[src/inc/mu_cfg.svh]
// Purpose: constants of the message unit queue ports
// Assumes: included by its bare name after the package
// Notes:   definitions only
`ifndef MU_CFG_SVH
`define MU_CFG_SVH

// ----------------------------------------------------------------------
// queue geometry
// ----------------------------------------------------------------------
`define MU_PTR_W         16
`define MU_SIZE_W        17
`define MU_MIN_ENTRIES   17'h01000
`define MU_SIZE_SEL_MAX  3'h4
`define MU_PTR_ONE       17'h00001
`define MU_PTR_ZERO      16'h0000
`define MU_Q_IBP         2'h1
`define MU_Q_OBP         2'h2
`define MU_Q_OBF         2'h3

// ----------------------------------------------------------------------
// port selects, data and reset values
// ----------------------------------------------------------------------
`define MU_PORT_INBOUND  1'b0
`define MU_PORT_OUTBOUND 1'b1
`define MU_BE_NULL       4'hF
`define MU_ALL_ONES      32'hFFFFFFFF
`define MU_RST_PTR       16'h0000
`define MU_RST_IBP_HW    1'b0
`define MU_RST_OBF_HW    1'b0
`define MU_RST_OBP_HW    1'b1

`endif

[src/inc/mu_pkg.sv]
// Purpose: types of the message unit queue ports
// Assumes: nothing
// Notes:   constants live in mu_cfg.svh
package mu_pkg;

  // ----------------------------------------------------------------------
  // memory sequencer states
  // ----------------------------------------------------------------------
  typedef enum logic [1:0] {
    ST_IDLE,
    ST_IBP_WR,
    ST_OBF_WR,
    ST_PF_RD
  } mu_state_type;

  // ----------------------------------------------------------------------
  // carriers
  // ----------------------------------------------------------------------
  typedef struct packed {
    logic        valid;
    logic        wr;
    logic        port;
    logic [3:0]  be_n;
    logic [31:0] wdata;
  } mu_pci_req_type;

  typedef struct packed {
    logic        req;
    logic        we;
    logic [31:0] addr;
    logic [31:0] wdata;
  } mu_mem_req_type;

endpackage

[src/mu_queue_ports.sv]
// Purpose: hardware side of the inbound post, outbound post and outbound free queues
// Assumes: pci and core requests are synchronous to clock
// Notes:   one local memory port shared by posted writes and the prefetch
`include "mu_cfg.svh"
`timescale 1ns/100ps
`default_nettype none

module mu_queue_ports (
  // clock and reset
  input  wire logic                   clock,
  input  wire logic                   rst_b,
  // pci target side
  input  wire mu_pkg::mu_pci_req_type pci_cmd,
  output logic                        pci_retry,
  output logic                        pci_done,
  output logic [31:0]                 pci_rdata,
  // local memory master
  output mu_pkg::mu_mem_req_type      mem_cmd,
  input  wire logic                   mem_ack,
  input  wire logic [31:0]            mem_rdata,
  // configuration
  input  wire logic [31:0]            queue_region_base,
  input  wire logic [2:0]             queue_size_sel,
  // core pointer writes
  input  wire logic                   core_ibp_tail_we,
  input  wire logic [15:0]            core_ibp_tail,
  input  wire logic                   core_obp_head_we,
  input  wire logic [15:0]            core_obp_head,
  input  wire logic                   core_obf_tail_we,
  input  wire logic [15:0]            core_obf_tail,
  // status clears and masks
  input  wire logic                   ibp_stat_clr,
  input  wire logic                   obf_full_stat_clr,
  input  wire logic                   ibp_mask,
  input  wire logic                   obf_full_mask,
  input  wire logic                   obp_mask,
  // pointers seen by the core
  output logic [15:0]                 ibp_head,
  output logic [15:0]                 ibp_tail,
  output logic [15:0]                 obp_head,
  output logic [15:0]                 obp_tail,
  output logic [15:0]                 obf_head,
  output logic [15:0]                 obf_tail,
  // queue status
  output logic                        ibp_empty,
  output logic                        ibp_full,
  output logic                        obp_empty,
  output logic                        obp_full,
  output logic                        obf_empty,
  output logic                        obf_full,
  output logic                        ibp_stat,
  output logic                        obf_full_stat,
  output logic                        obp_stat,
  output logic                        core_irq,
  output logic                        pci_irq
);

  // ----------------------------------------------------------------------
  // state
  // ----------------------------------------------------------------------
  mu_pkg::mu_state_type   state_ff;
  mu_pkg::mu_mem_req_type mem_cmd_ff;
  logic [15:0]            ibp_head_ff;
  logic [15:0]            ibp_tail_ff;
  logic [15:0]            obp_head_ff;
  logic [15:0]            obp_tail_ff;
  logic [15:0]            obf_head_ff;
  logic [15:0]            obf_tail_ff;
  logic                   ibp_hw_ff;
  logic                   obp_hw_ff;
  logic                   obf_hw_ff;
  logic                   ibp_stat_ff;
  logic                   obf_full_stat_ff;
  logic [31:0]            prefetch_ff;
  logic                   pf_valid_ff;
  logic                   pf_pend_ff;

  // ----------------------------------------------------------------------
  // queue size and addressing
  // ----------------------------------------------------------------------
  logic [2:0]  size_sel;
  logic [16:0] q_size;
  logic [31:0] q_bytes;

  always_comb begin
    size_sel = (queue_size_sel > `MU_SIZE_SEL_MAX) ? `MU_SIZE_SEL_MAX : queue_size_sel;
    q_size   = `MU_MIN_ENTRIES << size_sel;
    q_bytes  = {13'h0000, q_size, 2'b00};
  end

  function automatic logic [15:0] ptr_inc(input logic [15:0] p, input logic [16:0] sz);
    logic [16:0] n;
    n = {1'b0, p} + `MU_PTR_ONE;
    ptr_inc = (n == sz) ? `MU_PTR_ZERO : n[15:0];
  endfunction

  // region k of the common layout: base + k * size in bytes
  function automatic logic [31:0] q_addr(input logic [1:0] q, input logic [15:0] p);
    logic [31:0] off;
    off = (q[0] ? q_bytes : 32'h00000000) + (q[1] ? {q_bytes[30:0], 1'b0} : 32'h00000000);
    q_addr = queue_region_base + off + {14'h0000, p, 2'b00};
  endfunction

  // ----------------------------------------------------------------------
  // empty and full decode
  // ----------------------------------------------------------------------
  logic ibp_eq;
  logic obp_eq;
  logic obf_eq;

  always_comb begin
    ibp_eq    = (ibp_head_ff == ibp_tail_ff);
    obp_eq    = (obp_head_ff == obp_tail_ff);
    obf_eq    = (obf_head_ff == obf_tail_ff);
    ibp_empty = ibp_eq & ~ibp_hw_ff;
    ibp_full  = ibp_eq & ibp_hw_ff;
    obf_empty = obf_eq & ~obf_hw_ff;
    obf_full  = obf_eq & obf_hw_ff;
    obp_empty = obp_eq & obp_hw_ff;
    obp_full  = obp_eq & ~obp_hw_ff;
  end

  // ----------------------------------------------------------------------
  // pci request decode and retry
  // ----------------------------------------------------------------------
  logic be_null;
  logic in_wr;
  logic in_rd;
  logic out_wr;
  logic out_rd;
  logic in_busy;
  logic out_busy;
  logic idle;

  always_comb begin
    idle     = (state_ff == mu_pkg::ST_IDLE);
    be_null  = (pci_cmd.be_n == `MU_BE_NULL);
    in_wr    = pci_cmd.valid & (pci_cmd.port == `MU_PORT_INBOUND) & pci_cmd.wr;
    in_rd    = pci_cmd.valid & (pci_cmd.port == `MU_PORT_INBOUND) & ~pci_cmd.wr;
    out_wr   = pci_cmd.valid & (pci_cmd.port == `MU_PORT_OUTBOUND) & pci_cmd.wr;
    out_rd   = pci_cmd.valid & (pci_cmd.port == `MU_PORT_OUTBOUND) & ~pci_cmd.wr;
    in_busy  = (state_ff == mu_pkg::ST_IBP_WR);
    out_busy = (state_ff == mu_pkg::ST_OBF_WR)
             | (state_ff == mu_pkg::ST_PF_RD) | pf_pend_ff;
    pci_retry = ((in_wr | in_rd) & in_busy)
              | (in_wr & ~be_null & (ibp_full | ~idle))
              | ((out_wr | out_rd) & out_busy)
              | (out_wr & ~be_null & (obf_full | ~idle));
    pci_done  = pci_cmd.valid & ~pci_retry;
  end

  logic take_ibp;
  logic take_obf;
  logic take_obp;

  always_comb begin
    take_ibp = in_wr & pci_done & ~be_null;
    take_obf = out_wr & pci_done & ~be_null;
    take_obp = out_rd & pci_done & ~be_null & pf_valid_ff;
  end

  // inbound free queue reads are not served here and answer all ones
  assign pci_rdata = (pci_cmd.port == `MU_PORT_OUTBOUND) ? prefetch_ff : `MU_ALL_ONES;

  // ----------------------------------------------------------------------
  // memory sequencer
  // ----------------------------------------------------------------------
  logic ibp_stored;
  logic obf_stored;
  logic pf_loaded;
  logic pf_launch;
  logic pf_empty_load;

  always_comb begin
    ibp_stored    = (state_ff == mu_pkg::ST_IBP_WR) & mem_ack;
    obf_stored    = (state_ff == mu_pkg::ST_OBF_WR) & mem_ack;
    pf_loaded     = (state_ff == mu_pkg::ST_PF_RD) & mem_ack;
    pf_launch     = idle & pf_pend_ff & ~take_ibp & ~obp_empty;
    pf_empty_load = idle & pf_pend_ff & ~take_ibp & obp_empty;
  end

  always_ff @(posedge clock or negedge rst_b) begin
    if (!rst_b) begin
      state_ff         <= mu_pkg::ST_IDLE;
      mem_cmd_ff.req   <= 1'b0;
      mem_cmd_ff.we    <= 1'b0;
      mem_cmd_ff.addr  <= 32'h00000000;
      mem_cmd_ff.wdata <= 32'h00000000;
    end else begin
      case (state_ff)
        mu_pkg::ST_IDLE: begin
          if (take_ibp) begin
            state_ff         <= mu_pkg::ST_IBP_WR;
            mem_cmd_ff.req   <= 1'b1;
            mem_cmd_ff.we    <= 1'b1;
            mem_cmd_ff.addr  <= q_addr(`MU_Q_IBP, ibp_head_ff);
            mem_cmd_ff.wdata <= pci_cmd.wdata;
          end else if (take_obf) begin
            state_ff         <= mu_pkg::ST_OBF_WR;
            mem_cmd_ff.req   <= 1'b1;
            mem_cmd_ff.we    <= 1'b1;
            mem_cmd_ff.addr  <= q_addr(`MU_Q_OBF, obf_head_ff);
            mem_cmd_ff.wdata <= pci_cmd.wdata;
          end else if (pf_launch) begin
            state_ff         <= mu_pkg::ST_PF_RD;
            mem_cmd_ff.req   <= 1'b1;
            mem_cmd_ff.we    <= 1'b0;
            mem_cmd_ff.addr  <= q_addr(`MU_Q_OBP, obp_tail_ff);
          end
        end
        mu_pkg::ST_IBP_WR,
        mu_pkg::ST_OBF_WR,
        mu_pkg::ST_PF_RD: begin
          if (mem_ack) begin
            state_ff       <= mu_pkg::ST_IDLE;
            mem_cmd_ff.req <= 1'b0;
            mem_cmd_ff.we  <= 1'b0;
          end
        end
        default: begin
          state_ff       <= mu_pkg::ST_IDLE;
          mem_cmd_ff.req <= 1'b0;
        end
      endcase
    end
  end

  assign mem_cmd = mem_cmd_ff;

  // ----------------------------------------------------------------------
  // inbound post pointers
  // ----------------------------------------------------------------------
  always_ff @(posedge clock or negedge rst_b) begin
    if (!rst_b) begin
      ibp_head_ff <= `MU_RST_PTR;
      ibp_tail_ff <= `MU_RST_PTR;
      ibp_hw_ff   <= `MU_RST_IBP_HW;
    end else begin
      if (core_ibp_tail_we) begin
        ibp_tail_ff <= core_ibp_tail;
        ibp_hw_ff   <= 1'b0;
      end
      if (ibp_stored) begin
        ibp_head_ff <= ptr_inc(ibp_head_ff, q_size);
        ibp_hw_ff   <= 1'b1;
      end
    end
  end

  // ----------------------------------------------------------------------
  // outbound free pointers
  // ----------------------------------------------------------------------
  always_ff @(posedge clock or negedge rst_b) begin
    if (!rst_b) begin
      obf_head_ff <= `MU_RST_PTR;
      obf_tail_ff <= `MU_RST_PTR;
      obf_hw_ff   <= `MU_RST_OBF_HW;
    end else begin
      if (core_obf_tail_we) begin
        obf_tail_ff <= core_obf_tail;
        obf_hw_ff   <= 1'b0;
      end
      if (obf_stored) begin
        obf_head_ff <= ptr_inc(obf_head_ff, q_size);
        obf_hw_ff   <= 1'b1;
      end
    end
  end

  // ----------------------------------------------------------------------
  // outbound post pointers
  // ----------------------------------------------------------------------
  always_ff @(posedge clock or negedge rst_b) begin
    if (!rst_b) begin
      obp_head_ff <= `MU_RST_PTR;
      obp_tail_ff <= `MU_RST_PTR;
      obp_hw_ff   <= `MU_RST_OBP_HW;
    end else begin
      if (core_obp_head_we) begin
        obp_head_ff <= core_obp_head;
        obp_hw_ff   <= 1'b0;
      end
      if (take_obp) begin
        obp_tail_ff <= ptr_inc(obp_tail_ff, q_size);
        obp_hw_ff   <= 1'b1;
      end
    end
  end

  // ----------------------------------------------------------------------
  // prefetch register
  // ----------------------------------------------------------------------
  always_ff @(posedge clock or negedge rst_b) begin
    if (!rst_b) begin
      prefetch_ff <= `MU_ALL_ONES;
      pf_valid_ff <= 1'b0;
      pf_pend_ff  <= 1'b0;
    end else begin
      if (pf_loaded) begin
        prefetch_ff <= mem_rdata;
        pf_valid_ff <= 1'b1;
      end else if (pf_empty_load) begin
        prefetch_ff <= `MU_ALL_ONES;
        pf_valid_ff <= 1'b0;
      end else if (take_obp) begin
        pf_valid_ff <= 1'b0;
      end
      // a new request wins over the launch that consumes the old one
      if (take_obp | (core_obp_head_we & ~pf_valid_ff)) begin
        pf_pend_ff <= 1'b1;
      end else if (pf_launch | pf_empty_load) begin
        pf_pend_ff <= 1'b0;
      end
    end
  end

  // ----------------------------------------------------------------------
  // status bits and interrupt lines
  // ----------------------------------------------------------------------
  logic obf_fills;

  always_comb begin
    obf_fills = obf_stored & (ptr_inc(obf_head_ff, q_size) == obf_tail_ff);
  end

  always_ff @(posedge clock or negedge rst_b) begin
    if (!rst_b) begin
      ibp_stat_ff      <= 1'b0;
      obf_full_stat_ff <= 1'b0;
    end else begin
      // set wins over a clear in the same cycle
      if (ibp_stored) begin
        ibp_stat_ff <= 1'b1;
      end else if (ibp_stat_clr) begin
        ibp_stat_ff <= 1'b0;
      end
      if (obf_fills) begin
        obf_full_stat_ff <= 1'b1;
      end else if (obf_full_stat_clr) begin
        obf_full_stat_ff <= 1'b0;
      end
    end
  end

  always_comb begin
    ibp_stat      = ibp_stat_ff;
    obf_full_stat = obf_full_stat_ff;
    obp_stat      = pf_valid_ff;
    core_irq      = (ibp_stat_ff & ~ibp_mask) | (obf_full_stat_ff & ~obf_full_mask);
    pci_irq       = pf_valid_ff & ~obp_mask;
  end

  // ----------------------------------------------------------------------
  // pointer outputs
  // ----------------------------------------------------------------------
  always_comb begin
    ibp_head = ibp_head_ff;
    ibp_tail = ibp_tail_ff;
    obp_head = obp_head_ff;
    obp_tail = obp_tail_ff;
    obf_head = obf_head_ff;
    obf_tail = obf_tail_ff;
  end

endmodule

`default_nettype wire

[config.mk]
export PLATFORM = sky130hd
export DESIGN_NAME = mu_queue_ports
export DESIGN_NICKNAME = d
export VERILOG_FILES = /design/src/inc/mu_pkg.sv /design/src/mu_queue_ports.sv
export VERILOG_INCLUDE_DIRS = /design/src /design/src/inc
export SDC_FILE = /design/constraint.sdc
export NUM_CORES = 1
export LEC_CHECK = 0
export ABC_AREA = 1
export BUFFER_PORTS_ARGS = -buffer_cell sky130_fd_sc_hd__buf_2
export CAP_MARGIN = 15
export CORE_UTILIZATION = 50
export DETAILED_ROUTE_END_ITERATION = 8
export PLACE_DENSITY = 0.85
export SYNTH_ARGS = -nofsm -noshare
export SYNTH_HDL_FRONTEND = slang
export SYNTH_SLANG_ARGS = --single-unit
[constraint.sdc]
create_clock -name clock -period 3.88 [get_ports clock]
set_clock_uncertainty 0.2 [all_clocks]
set_input_delay 0.776 -clock clock [delete_from_list [all_inputs] [get_ports clock]]
set_output_delay 0.776 -clock clock [all_outputs]
set_load 0.01 [all_outputs]
# --- Word-level counts from Yosys, hierarchy flattened ---
# Index checks and enable logic that the tools add are counted.
classes:
  add_sub_neg: 10
  n_mul: 0
  div_mod_pow: 0
  order_cmp: 1
  n_eq_ne: 13
  shifts: 1
  n_mux: 32
  n_bitwise: 64
  reduce_logical: 15
op_table:
  columns: ["op", "count"]
  rows:
  - ["32-bit 2-to-1 mux", 4]
  - ["32-bit by 18-bit adder with 32-bit output", 3]
  - ["34-bit 2-to-1 mux", 2]
  - ["66-bit 2-to-1 mux", 1]
  - ["16-bit equality test", 4]
  - ["16-bit by 1-bit adder with 17-bit output, second input constant", 3]
  - ["17-bit equality test", 3]
  - ["16-bit 2-to-1 mux", 3]
  - ["1-bit bitwise AND", 38]
  - ["32-bit by 19-bit adder with 32-bit output", 1]
  - ["32-bit by 20-bit adder with 32-bit output", 1]
  - ["32-bit by 21-bit adder with 32-bit output", 1]
  - ["19-bit by 20-bit adder with 21-bit output", 1]
  - ["13-bit by 3-bit left shift with 17-bit output, first input constant", 1]
  - ["2-bit nonzero test", 8]
  - ["1-bit 2-to-1 mux", 15]
  - ["1-bit inverter", 14]
  - ["1-bit bitwise OR", 12]
  - ["2-bit 2-to-1 mux", 4]
  - ["2-bit one-hot mux with 2 select lines", 2]
  - ["2-bit AND reduction", 3]
  - ["3-bit nonzero test", 2]
  - ["2-bit equality test, second input constant", 2]
  - ["4-bit equality test, second input constant", 1]
  - ["7 further kinds", 7]
totals:
  regBits: 203
  latch_bits: 0
  ram_bits: 0
  rom_bits: 0
  inputBits: 165
  output_inout_bits: 207
  word_cells: 155
  memories: 0

# --- Logic depth before layout (Yosys ltp) ---
# Gate-level depths: netlist (run 1).
logic_depth:
  ltp_word: 19
  ltp_mapped: 24
  depth_no_buf: 24

# --- Least setup slack after synthesis (run 1) ---
# Ideal clock, no wire load.
synth_path:
  path_kind: "input -> register"
  from: "input queue_size_sel[2]"
  to: "register mem_cmd_ff, in the netlist mem_cmd[53]"
  setup_time_ps: 65
  t_arrival_ps: 3800
  required_time_ps: 3615
  setup_slack_ps: -185
  stages: 20
  path_buffers: 1
  cell_sequence: "buf_6 -> nor3_1 -> fa_1 -> inv_1 -> fa_1 -> inv_1 -> ha_1 -> nand2_1 -> inv_1 -> a21oi_1 -> nand3_1 -> nand2_1 -> nand3_1 -> nand2_1 -> inv_1 -> o21ai_0 -> nand2_1 -> nand2_1 -> nand2_1 -> nand2_1"
synth_between:
  elab_chain_len: 8
  word_cells_on_any_way: 13
  cone_classes: "add/sub: 7; order compare: 1; shift: 1; mux: 4"
synth_lines:
  columns: ["item", "line", "rtl"]
  rows:
  - ["start: declaration", "mu_queue_ports.sv:23", "input wire logic [2:0] queue_size_sel,"]
  - ["3-bit greater-than comparator (no line)", null, null]
  - ["3-bit 2-to-1 mux *", "mu_queue_ports.sv:86", "size_sel = (queue_size_sel > `MU_SIZE_SEL_MAX) ? `MU_SIZE_SEL_MAX : queue_size_sel;"]
  - ["13-bit by 3-bit left shift with 17-bit output (no line) *", null, null]
  - ["19-bit by 20-bit adder with 21-bit output / 32-bit by 20-bit adder with 32-bit output (equally long branches)", "mu_queue_ports.sv:100, mu_queue_ports.sv:101", null]
  - ["32-bit by 21-bit adder with 32-bit output / 32-bit by 18-bit adder with 32-bit output (equally long branches)", "mu_queue_ports.sv:101", "q_addr = queue_region_base + off + {14'h0000, p, 2'b00};"]
  - ["32-bit by 18-bit adder with 32-bit output / 34-bit 2-to-1 mux (equally long branches)", "mu_queue_ports.sv:101, mu_queue_ports.sv:204", null]
  - ["34-bit 2-to-1 mux", "mu_queue_ports.sv:198", "end else if (take_obf) begin"]
  - ["66-bit 2-to-1 mux *", "mu_queue_ports.sv:192", "if (take_ibp) begin"]
  - ["end: declaration", "mu_queue_ports.sv:62", "mu_pkg::mu_mem_req_type mem_cmd_ff;"]
# Every way passes the cells marked *; elsewhere a longest branch is shown, timed or not. The select of a mux whose other input is x is not followed.
# A chain may end at the register's enable or synchronous reset.

# --- Worst setup path after layout (run 1) ---
layout_path:
  from: "register obf_head_ff[0], in the netlist obf_head[0]"
  to: "output pci_done"
layout_between:
  elab_chain_len: 7
layout_lines:
  columns: ["item", "line", "rtl"]
  rows:
  - ["start: declaration", "mu_queue_ports.sv:67", "logic [15:0] obf_head_ff;"]
  - ["start signal: assignment", "mu_queue_ports.sv:255", "obf_head_ff <= `MU_RST_PTR;"]
  - ["start signal: assignment", "mu_queue_ports.sv:264", "obf_head_ff <= ptr_inc(obf_head_ff, q_size);"]
  - ["16-bit equality test", "mu_queue_ports.sv:114", "obf_eq = (obf_head_ff == obf_tail_ff);"]
  - ["1-bit bitwise AND", "mu_queue_ports.sv:118", "obf_full = obf_eq & obf_hw_ff;"]
  - ["1-bit bitwise OR", "mu_queue_ports.sv:148", "| (out_wr & ~be_null & (obf_full | ~idle));"]
  - ["1-bit bitwise AND", "mu_queue_ports.sv:148", null]
  - ["1-bit bitwise OR", "mu_queue_ports.sv:148", null]
  - ["1-bit inverter", "mu_queue_ports.sv:149", "pci_done = pci_cmd.valid & ~pci_retry;"]
  - ["1-bit bitwise AND", "mu_queue_ports.sv:149", null]
  - ["end: declaration", "mu_queue_ports.sv:15", "output logic pci_done,"]
# No other way between the ends.

==> results of run 1 <==
[per-stage QoR]
step / power (µW) / util, %
2_1_floorplan: 8030 / -
5_1_grt: 14200 / 62.2
3_5_place_dp: 10900 / 59.9
6_report: 13200 / 62.2
4_1_cts: 13100 / 62.2
3_3_place_gp: 10700 / 59.9
[power by group through the flow]
stage | clock network, µW | registers, µW | logic, µW
final | 2180 | 3830 | 7230
after global routing | 2280 | 3920 | 7990
after CTS | 2200 | 3800 | 7140
after detailed placement | 0 | 3830 | 7070
after global placement | 0 | 3790 | 6940
after floorplan | 0 | 3860 | 4170
[registers in the layout (all words and copies together), names as in the netlist, 2 cells and up]
| name | cells |
|---|---|
| obf_tail | 16 |
| obp_tail | 16 |
| mem_cmd | 66 |
| obp_head | 16 |
| ibp_tail | 16 |
| obf_head | 16 |
| prefetch_ff | 32 |
| state_ff | 2 |
| ibp_head | 16 |
[Yosys cell counts (all sizes together) (32+ instances only)]
cell type | number | area, µm²
nand2 | 828 | 3150
inv | 239 | 902
dfrtp | 170 | 4250
nor2 | 162 | 667
nand3 | 145 | 771
o21ai | 126 | 634
ha | 112 | 1400
xor2 | 102 | 893
a21oi | 79 | 407
nand4 | 51 | 338
buf | 46 | 307
xnor2 | 41 | 359
or2 | 37 | 231
dfstp | 33 | 867
clkbuf | 32 | 125
[routing by layer]
layer	vias to the layer above	GRT usage, %	routed length [µm]
li1	8324	-	-
met1	8247	47.2	25100
met2	815	53.9	26400
met3	124	3.72	4310
met4	0	11.0	2070
met5	-	0	0
[cell families (layout without fill, tap and decap cells)]
kind of cell    Yosys count  after routing
xor+xnor                144            144
mux                      23             23
simple gates           1264           1264
buf+inv                 321            783
flops                   203            203
fa+ha+maj               128            128
compound gates          241            241
[cell type report]
cell class / count / area [µm²] / share of cell area (%)
clock inverters: 5 / 43.8 / 0.217
clock buffers: 37 / 709 / 3.51
inverters: 243 / 917 / 4.54
well taps: 442 / 553 / 2.74
repair buffers: 498 / 2830 / 14.0
multi-input cells: 1800 / 10000 / 49.6
flip-flops and latches: 203 / 5120 / 25.4
[worst max-delay path: cells and delay by family, from the launching register on]
family,cells,cell delay [ns]
xor gates and xnor gates,1,0.19
buffers and inverters,1,0.14
and+or+nand+nor,7,1.21
DFF,1,0.69
[worst paths after layout]
path | cells after the start | slack, ns | endpoint | from
max | 9 | 0.12 | pci_done | obf_head[0]$_DFFE_PN0P_
max in group asynchronous | 2 | 2.39 | prefetch_ff[14]$_DFFE_PN1P_ | rst_b
min reg2reg | 2 | 0.26 | mem_cmd[32]$_DFFE_PN0P_ | mem_cmd[32]$_DFFE_PN0P_
max reg2reg | 13 | 0.23 | mem_cmd[61]$_DFFE_PN0P_ | obf_head[0]$_DFFE_PN0P_
min in group clock | 2 | 0.21 | ibp_stat$_DFFE_PN0P_ | ibp_stat_clr
min | 1 | 0.17 | obp_head[9]$_DFFE_PN0P_ | rst_b
[timing repair]
action | 4_1_cts | 5_1_grt
hold buffers | 0 | 0
gates resized for setup | 0 | 3
buffers inserted | 0 | 0
endpoints found under the setup margin | 0 | 5
==> metrics.txt, run 1 <==
Core ar. 0.0325 mm²; crit-path cells xnor2_1 -> nand4_1 -> nor2_1 -> nand3_1 -> nand2_1 -> nand2_1 -> nand2_1 -> nor2_1 -> buf_2; ys flop type dfrtp_1; Setup TNS 0 ns; Fillers 2,877; Post-synth ARST share 100%; mapped cell area 0.0165 mm²; Sw Share 46.9%; dpl cells 3,186; Nets 3,063; setup ws final 0.125 ns; TritonCTS Buffers 24; Crit. End Element primary output; post-synthesis cell count 2,324; vias in the first global route 16,300; vias 17,500; worst-path maximum fanout 9; hold slack final 0.169 ns; Worst VDD drop 0.416 mV; # DRC 0; Chip Width 183 µm; Worst-Skew Late Latency 0.55 ns; layout cells sized above 1 24.6%; most common cell after layout, fill and taps aside nand2_1; # IOs 372; RSZ-0062 raised after global routing yes; drt first pass iters 6; Critical Path Source Type flop; largest family of logic cells by synthesized area simple AND/OR/NAND/NOR gates; Syn. warnings 0; register share of total power 28.9%; vias per cell 5.42; Initial Util 50.7%; HPWL after detailed placement 46,200 µm; drt wl/cell 17.9 µm; adder-cell area share of the yosys netlist 10.5%; root buffer cell clkbuf_16; GRT Total Usage 33.6%; switching power 6210 µW; fin crit share 96.8%; Initial DRC Count 1,493; Max Cap Viol 0; clock tree buffer depth 3; EDFF count, synth 0; final number of setup-violating endpoints 0; PwrDens 656 mW/mm²; post-synthesis simple-gate area fraction 33.0%; most frequent cells in the layout nand2_1, buf_2, inv_1; clock power share 16.5%; WL final 57,900 µm; highest cell delay on the worst timing path 0.69 ns; pins over their slew limit 0; largest net degree at the start of global routing 106; syn nets 2,617; Least-Margin Pin Slew 0.897 ns; slowest cell on the critical path dfrtp_1; global route overflow 0; Worst-path clk slew 0.06 ns; fin cells 3,228; Comb power frac 54.6%; initial antenna violation count 0; die area 0.0337 mm²; Min Clock Period, post-route 3.76 ns; H-tree level count 1; final hold violation count 0; fin area 0.0202 mm²; register area share after synthesis 31.1%; RD Place Congestion 0.991; CTS tree done; ANT nets after route 0; Hold Path Class in2async; Post-Synth XOR/XNOR Area 7.74%; status complete, no violations; Internal Pwr Total 7040 µW; pre-CTS setup slack -0.279 ns; Std-Cell Rows 66; area grow syn2layout 22.6%; slew margin rel. 40.2%; mux cell area share after synthesis 1.57%; worst path arrival time 2.78 ns; fmax 266 MHz; clk sinks 203; worst endpoint required time 2.90 ns; Synth Area in Compound Gates 7.92%; number of synthesized register bits 203; Leak Pwr 0.0111 µW; WS Path Type reg2out; first-pass GRT wire length 88,500 µm; Crit path top cell by count nand2_1; synth unique cells 56; DP Area 0.0194 mm²; Mean Syn Cell Area 7.09 µm²; Die Y-Extent 183 µm; number of port buffers 371; ANT cells 0
No activity file was read; power rests on OpenSTA's default activity.
==> run 2: changes to the inputs <==
BUFFER_PORTS_ARGS = unset   (was -buffer_cell sky130_fd_sc_hd__buf_2)
CTS_CLUSTER_DIAMETER = 50   (was unset)
DONT_BUFFER_PORTS = 1   (was unset)
PLACE_DENSITY = 0.75   (was 0.85)
==> metrics.txt, run 2 (same netlist as run 1, synthesis figures left out) <==
pins over their slew limit 0; multi-input logic area 0.0100 mm²; ANT nets after route 0; number of setup buffers added after CTS 0; Max Cap Viol 0; hold slack final -0.271 ns; # IOs 372; Std-Cell Rows 66; WS Path Type reg2out; Initial Util 50.7%; highest cell delay on the worst timing path 0.40 ns; global route overflow 0; crit-path cells buf_4 -> xnor2_1 -> nand4_1 -> nor2_1 -> nand3_1 -> nand2_1 -> nand2_1 -> nand2_1 -> buf_4; worst-path maximum fanout 8; most common cell after layout, fill and taps aside nand2_1; HPWL after detailed placement 42,000 µm; status finished with violations; number of port buffers 0; Worst-path clk slew 0.06 ns; kind of cell adding the most delay to the critical path simple AND/OR/NAND/NOR gates; Min Clock Period, post-route 3.72 ns; Critical Path Source Type flop; Hold Path Class in2async; Die Y-Extent 183 µm; Crit path top cell by count nand2_1; PwrDens 695 mW/mm²; Initial DRC Count 1,266; Fillers 3,101; Worst-Skew Late Latency 0.55 ns; slowest cell on the critical path nand3_1; R2R depth 17; vias in the first global route 14,700; WL final 52,500 µm; Core ar. 0.0325 mm²; register area 0.00512 mm²; CTS tree done; final number of setup-violating endpoints 0; Worst Path Buf+Inv 2; drt first pass iters 5; most frequent cells in the layout nand2_1, inv_1, dfrtp_1; end of the worst register-to-register path mem_cmd[48]$_DFFE_PN0P_; final hold violation count 170; R2R setup slack 0.36 ns; largest net degree at the start of global routing 204; slew margin rel. 46.2%; initial antenna violation count 0; fmax 269 MHz; vias per cell 5.54; worst endpoint required time 2.90 ns; ANT cells 0; TritonCTS Buffers 27; Nets 2,654; clk sinks 203; vias 15,600; Chip Width 183 µm; fin crit share 95.8%; max reg flops 66; area grow syn2layout 10.5%; Worst VDD drop 0.462 mV; GRT Total Usage 30.6%; Setup TNS 0 ns; # DRC 0; die area 0.0337 mm²; Least-Margin Pin Slew 0.806 ns; Crit. End Element primary output; Power Total 12,600 µW; layout cells sized above 1 11.8%; R2R Path Start obf_head[13]$_DFFE_PN0P_; Leak Pwr 0.00946 µW; root buffer cell clkbuf_16; RD Place Congestion 0.976; worst path arrival time 2.74 ns; drt wl/cell 18.6 µm; H-tree level count 1; Resized Gates After CTS 0; clock tree buffer depth 3; RSZ-0062 raised after global routing no; first-pass GRT wire length 80,700 µm; failing checks negative hold slack
==> run 2: changes by cell type in the layout (fill, tap and decap cells not counted), moves of 2 or more <==
cell and delta:
buf_2 -370, buf_4 -40, bufinv_16 +4, clkbuf_1 -2
clkbuf_16 +3, clkbuf_8 -4, clkinvlp_4 +2, inv_8 +2
==> run 2: power by group <==
group          switching, µW  internal, µW
Sequential              1060          3000
Combinational           3840          2160
Clock                    972          1620
Total                   5870          6780
==> run 2: stage by stage <==
step / instance area (µm²) / worst slack (ns) / cells / utilization [%]
detailed placement: 17200 / -0.155 / 2774 / 53.1
floorplan: 16500 / 0.0304 / 2324 / -
CTS: 18200 / 0.167 / 2824 / 56.1
global route: 18200 / 0.0366 / 2824 / 56.1
finish: 18200 / 0.161 / 2824 / 56.1
global placement: 17200 / -0.0995 / 2774 / 53.1
==> run 2: routing by layer <==
| metal | global-route usage (%) | vias to the layer above | wire length [µm] |
|---|---|---|---|
| met3 | 5.73 | 111 | 4660 |
| met1 | 42.0 | 7329 | 22300 |
| met2 | 47.5 | 695 | 23300 |
| met4 | 12.3 | 0 | 2210 |
| li1 | - | 7514 | - |
| met5 | 0 | - | 0 |
==> run 2: cell type report <==
cell class	count	share of cell area [%]
clock inverters	15	1.14
well taps	442	3.04
inverters	243	5.04
flip-flops and latches	203	28.2
repair buffers	86	3.55
multi-input cells	1800	55.0
clock buffers	35	4.04
==> run 2: worst reg2reg max path: cells and delay by family, from the launching register on <==
kind / cells / cell delay (ns)
compound gates: 3 / 0.56
xor+xnor: 1 / 0.19
fa+ha+maj: 3 / 1.34
buf+inv: 4 / 0.20
flops: 1 / 0.39
simple gates: 6 / 0.58
==> run 2: how the worst max path moves through the flow <==
stage                             start                       to  slack, ns  cells after the start
2_1_floorplan         queue_size_sel[2]  mem_cmd[63]$_DFFE_PN0P_       0.03                     23
3_3_place_gp          queue_size_sel[1]  mem_cmd[62]$_DFFE_PN0P_       -0.1                     22
3_5_place_dp          queue_size_sel[1]  mem_cmd[62]$_DFFE_PN0P_      -0.16                     22
4_1_cts         ibp_head[7]$_DFFE_PN0P_                 pci_done       0.17                     10
5_1_grt         ibp_head[7]$_DFFE_PN0P_                 pci_done       0.04                     10
6_report       obf_head[13]$_DFFE_PN0P_                pci_retry       0.16                      9
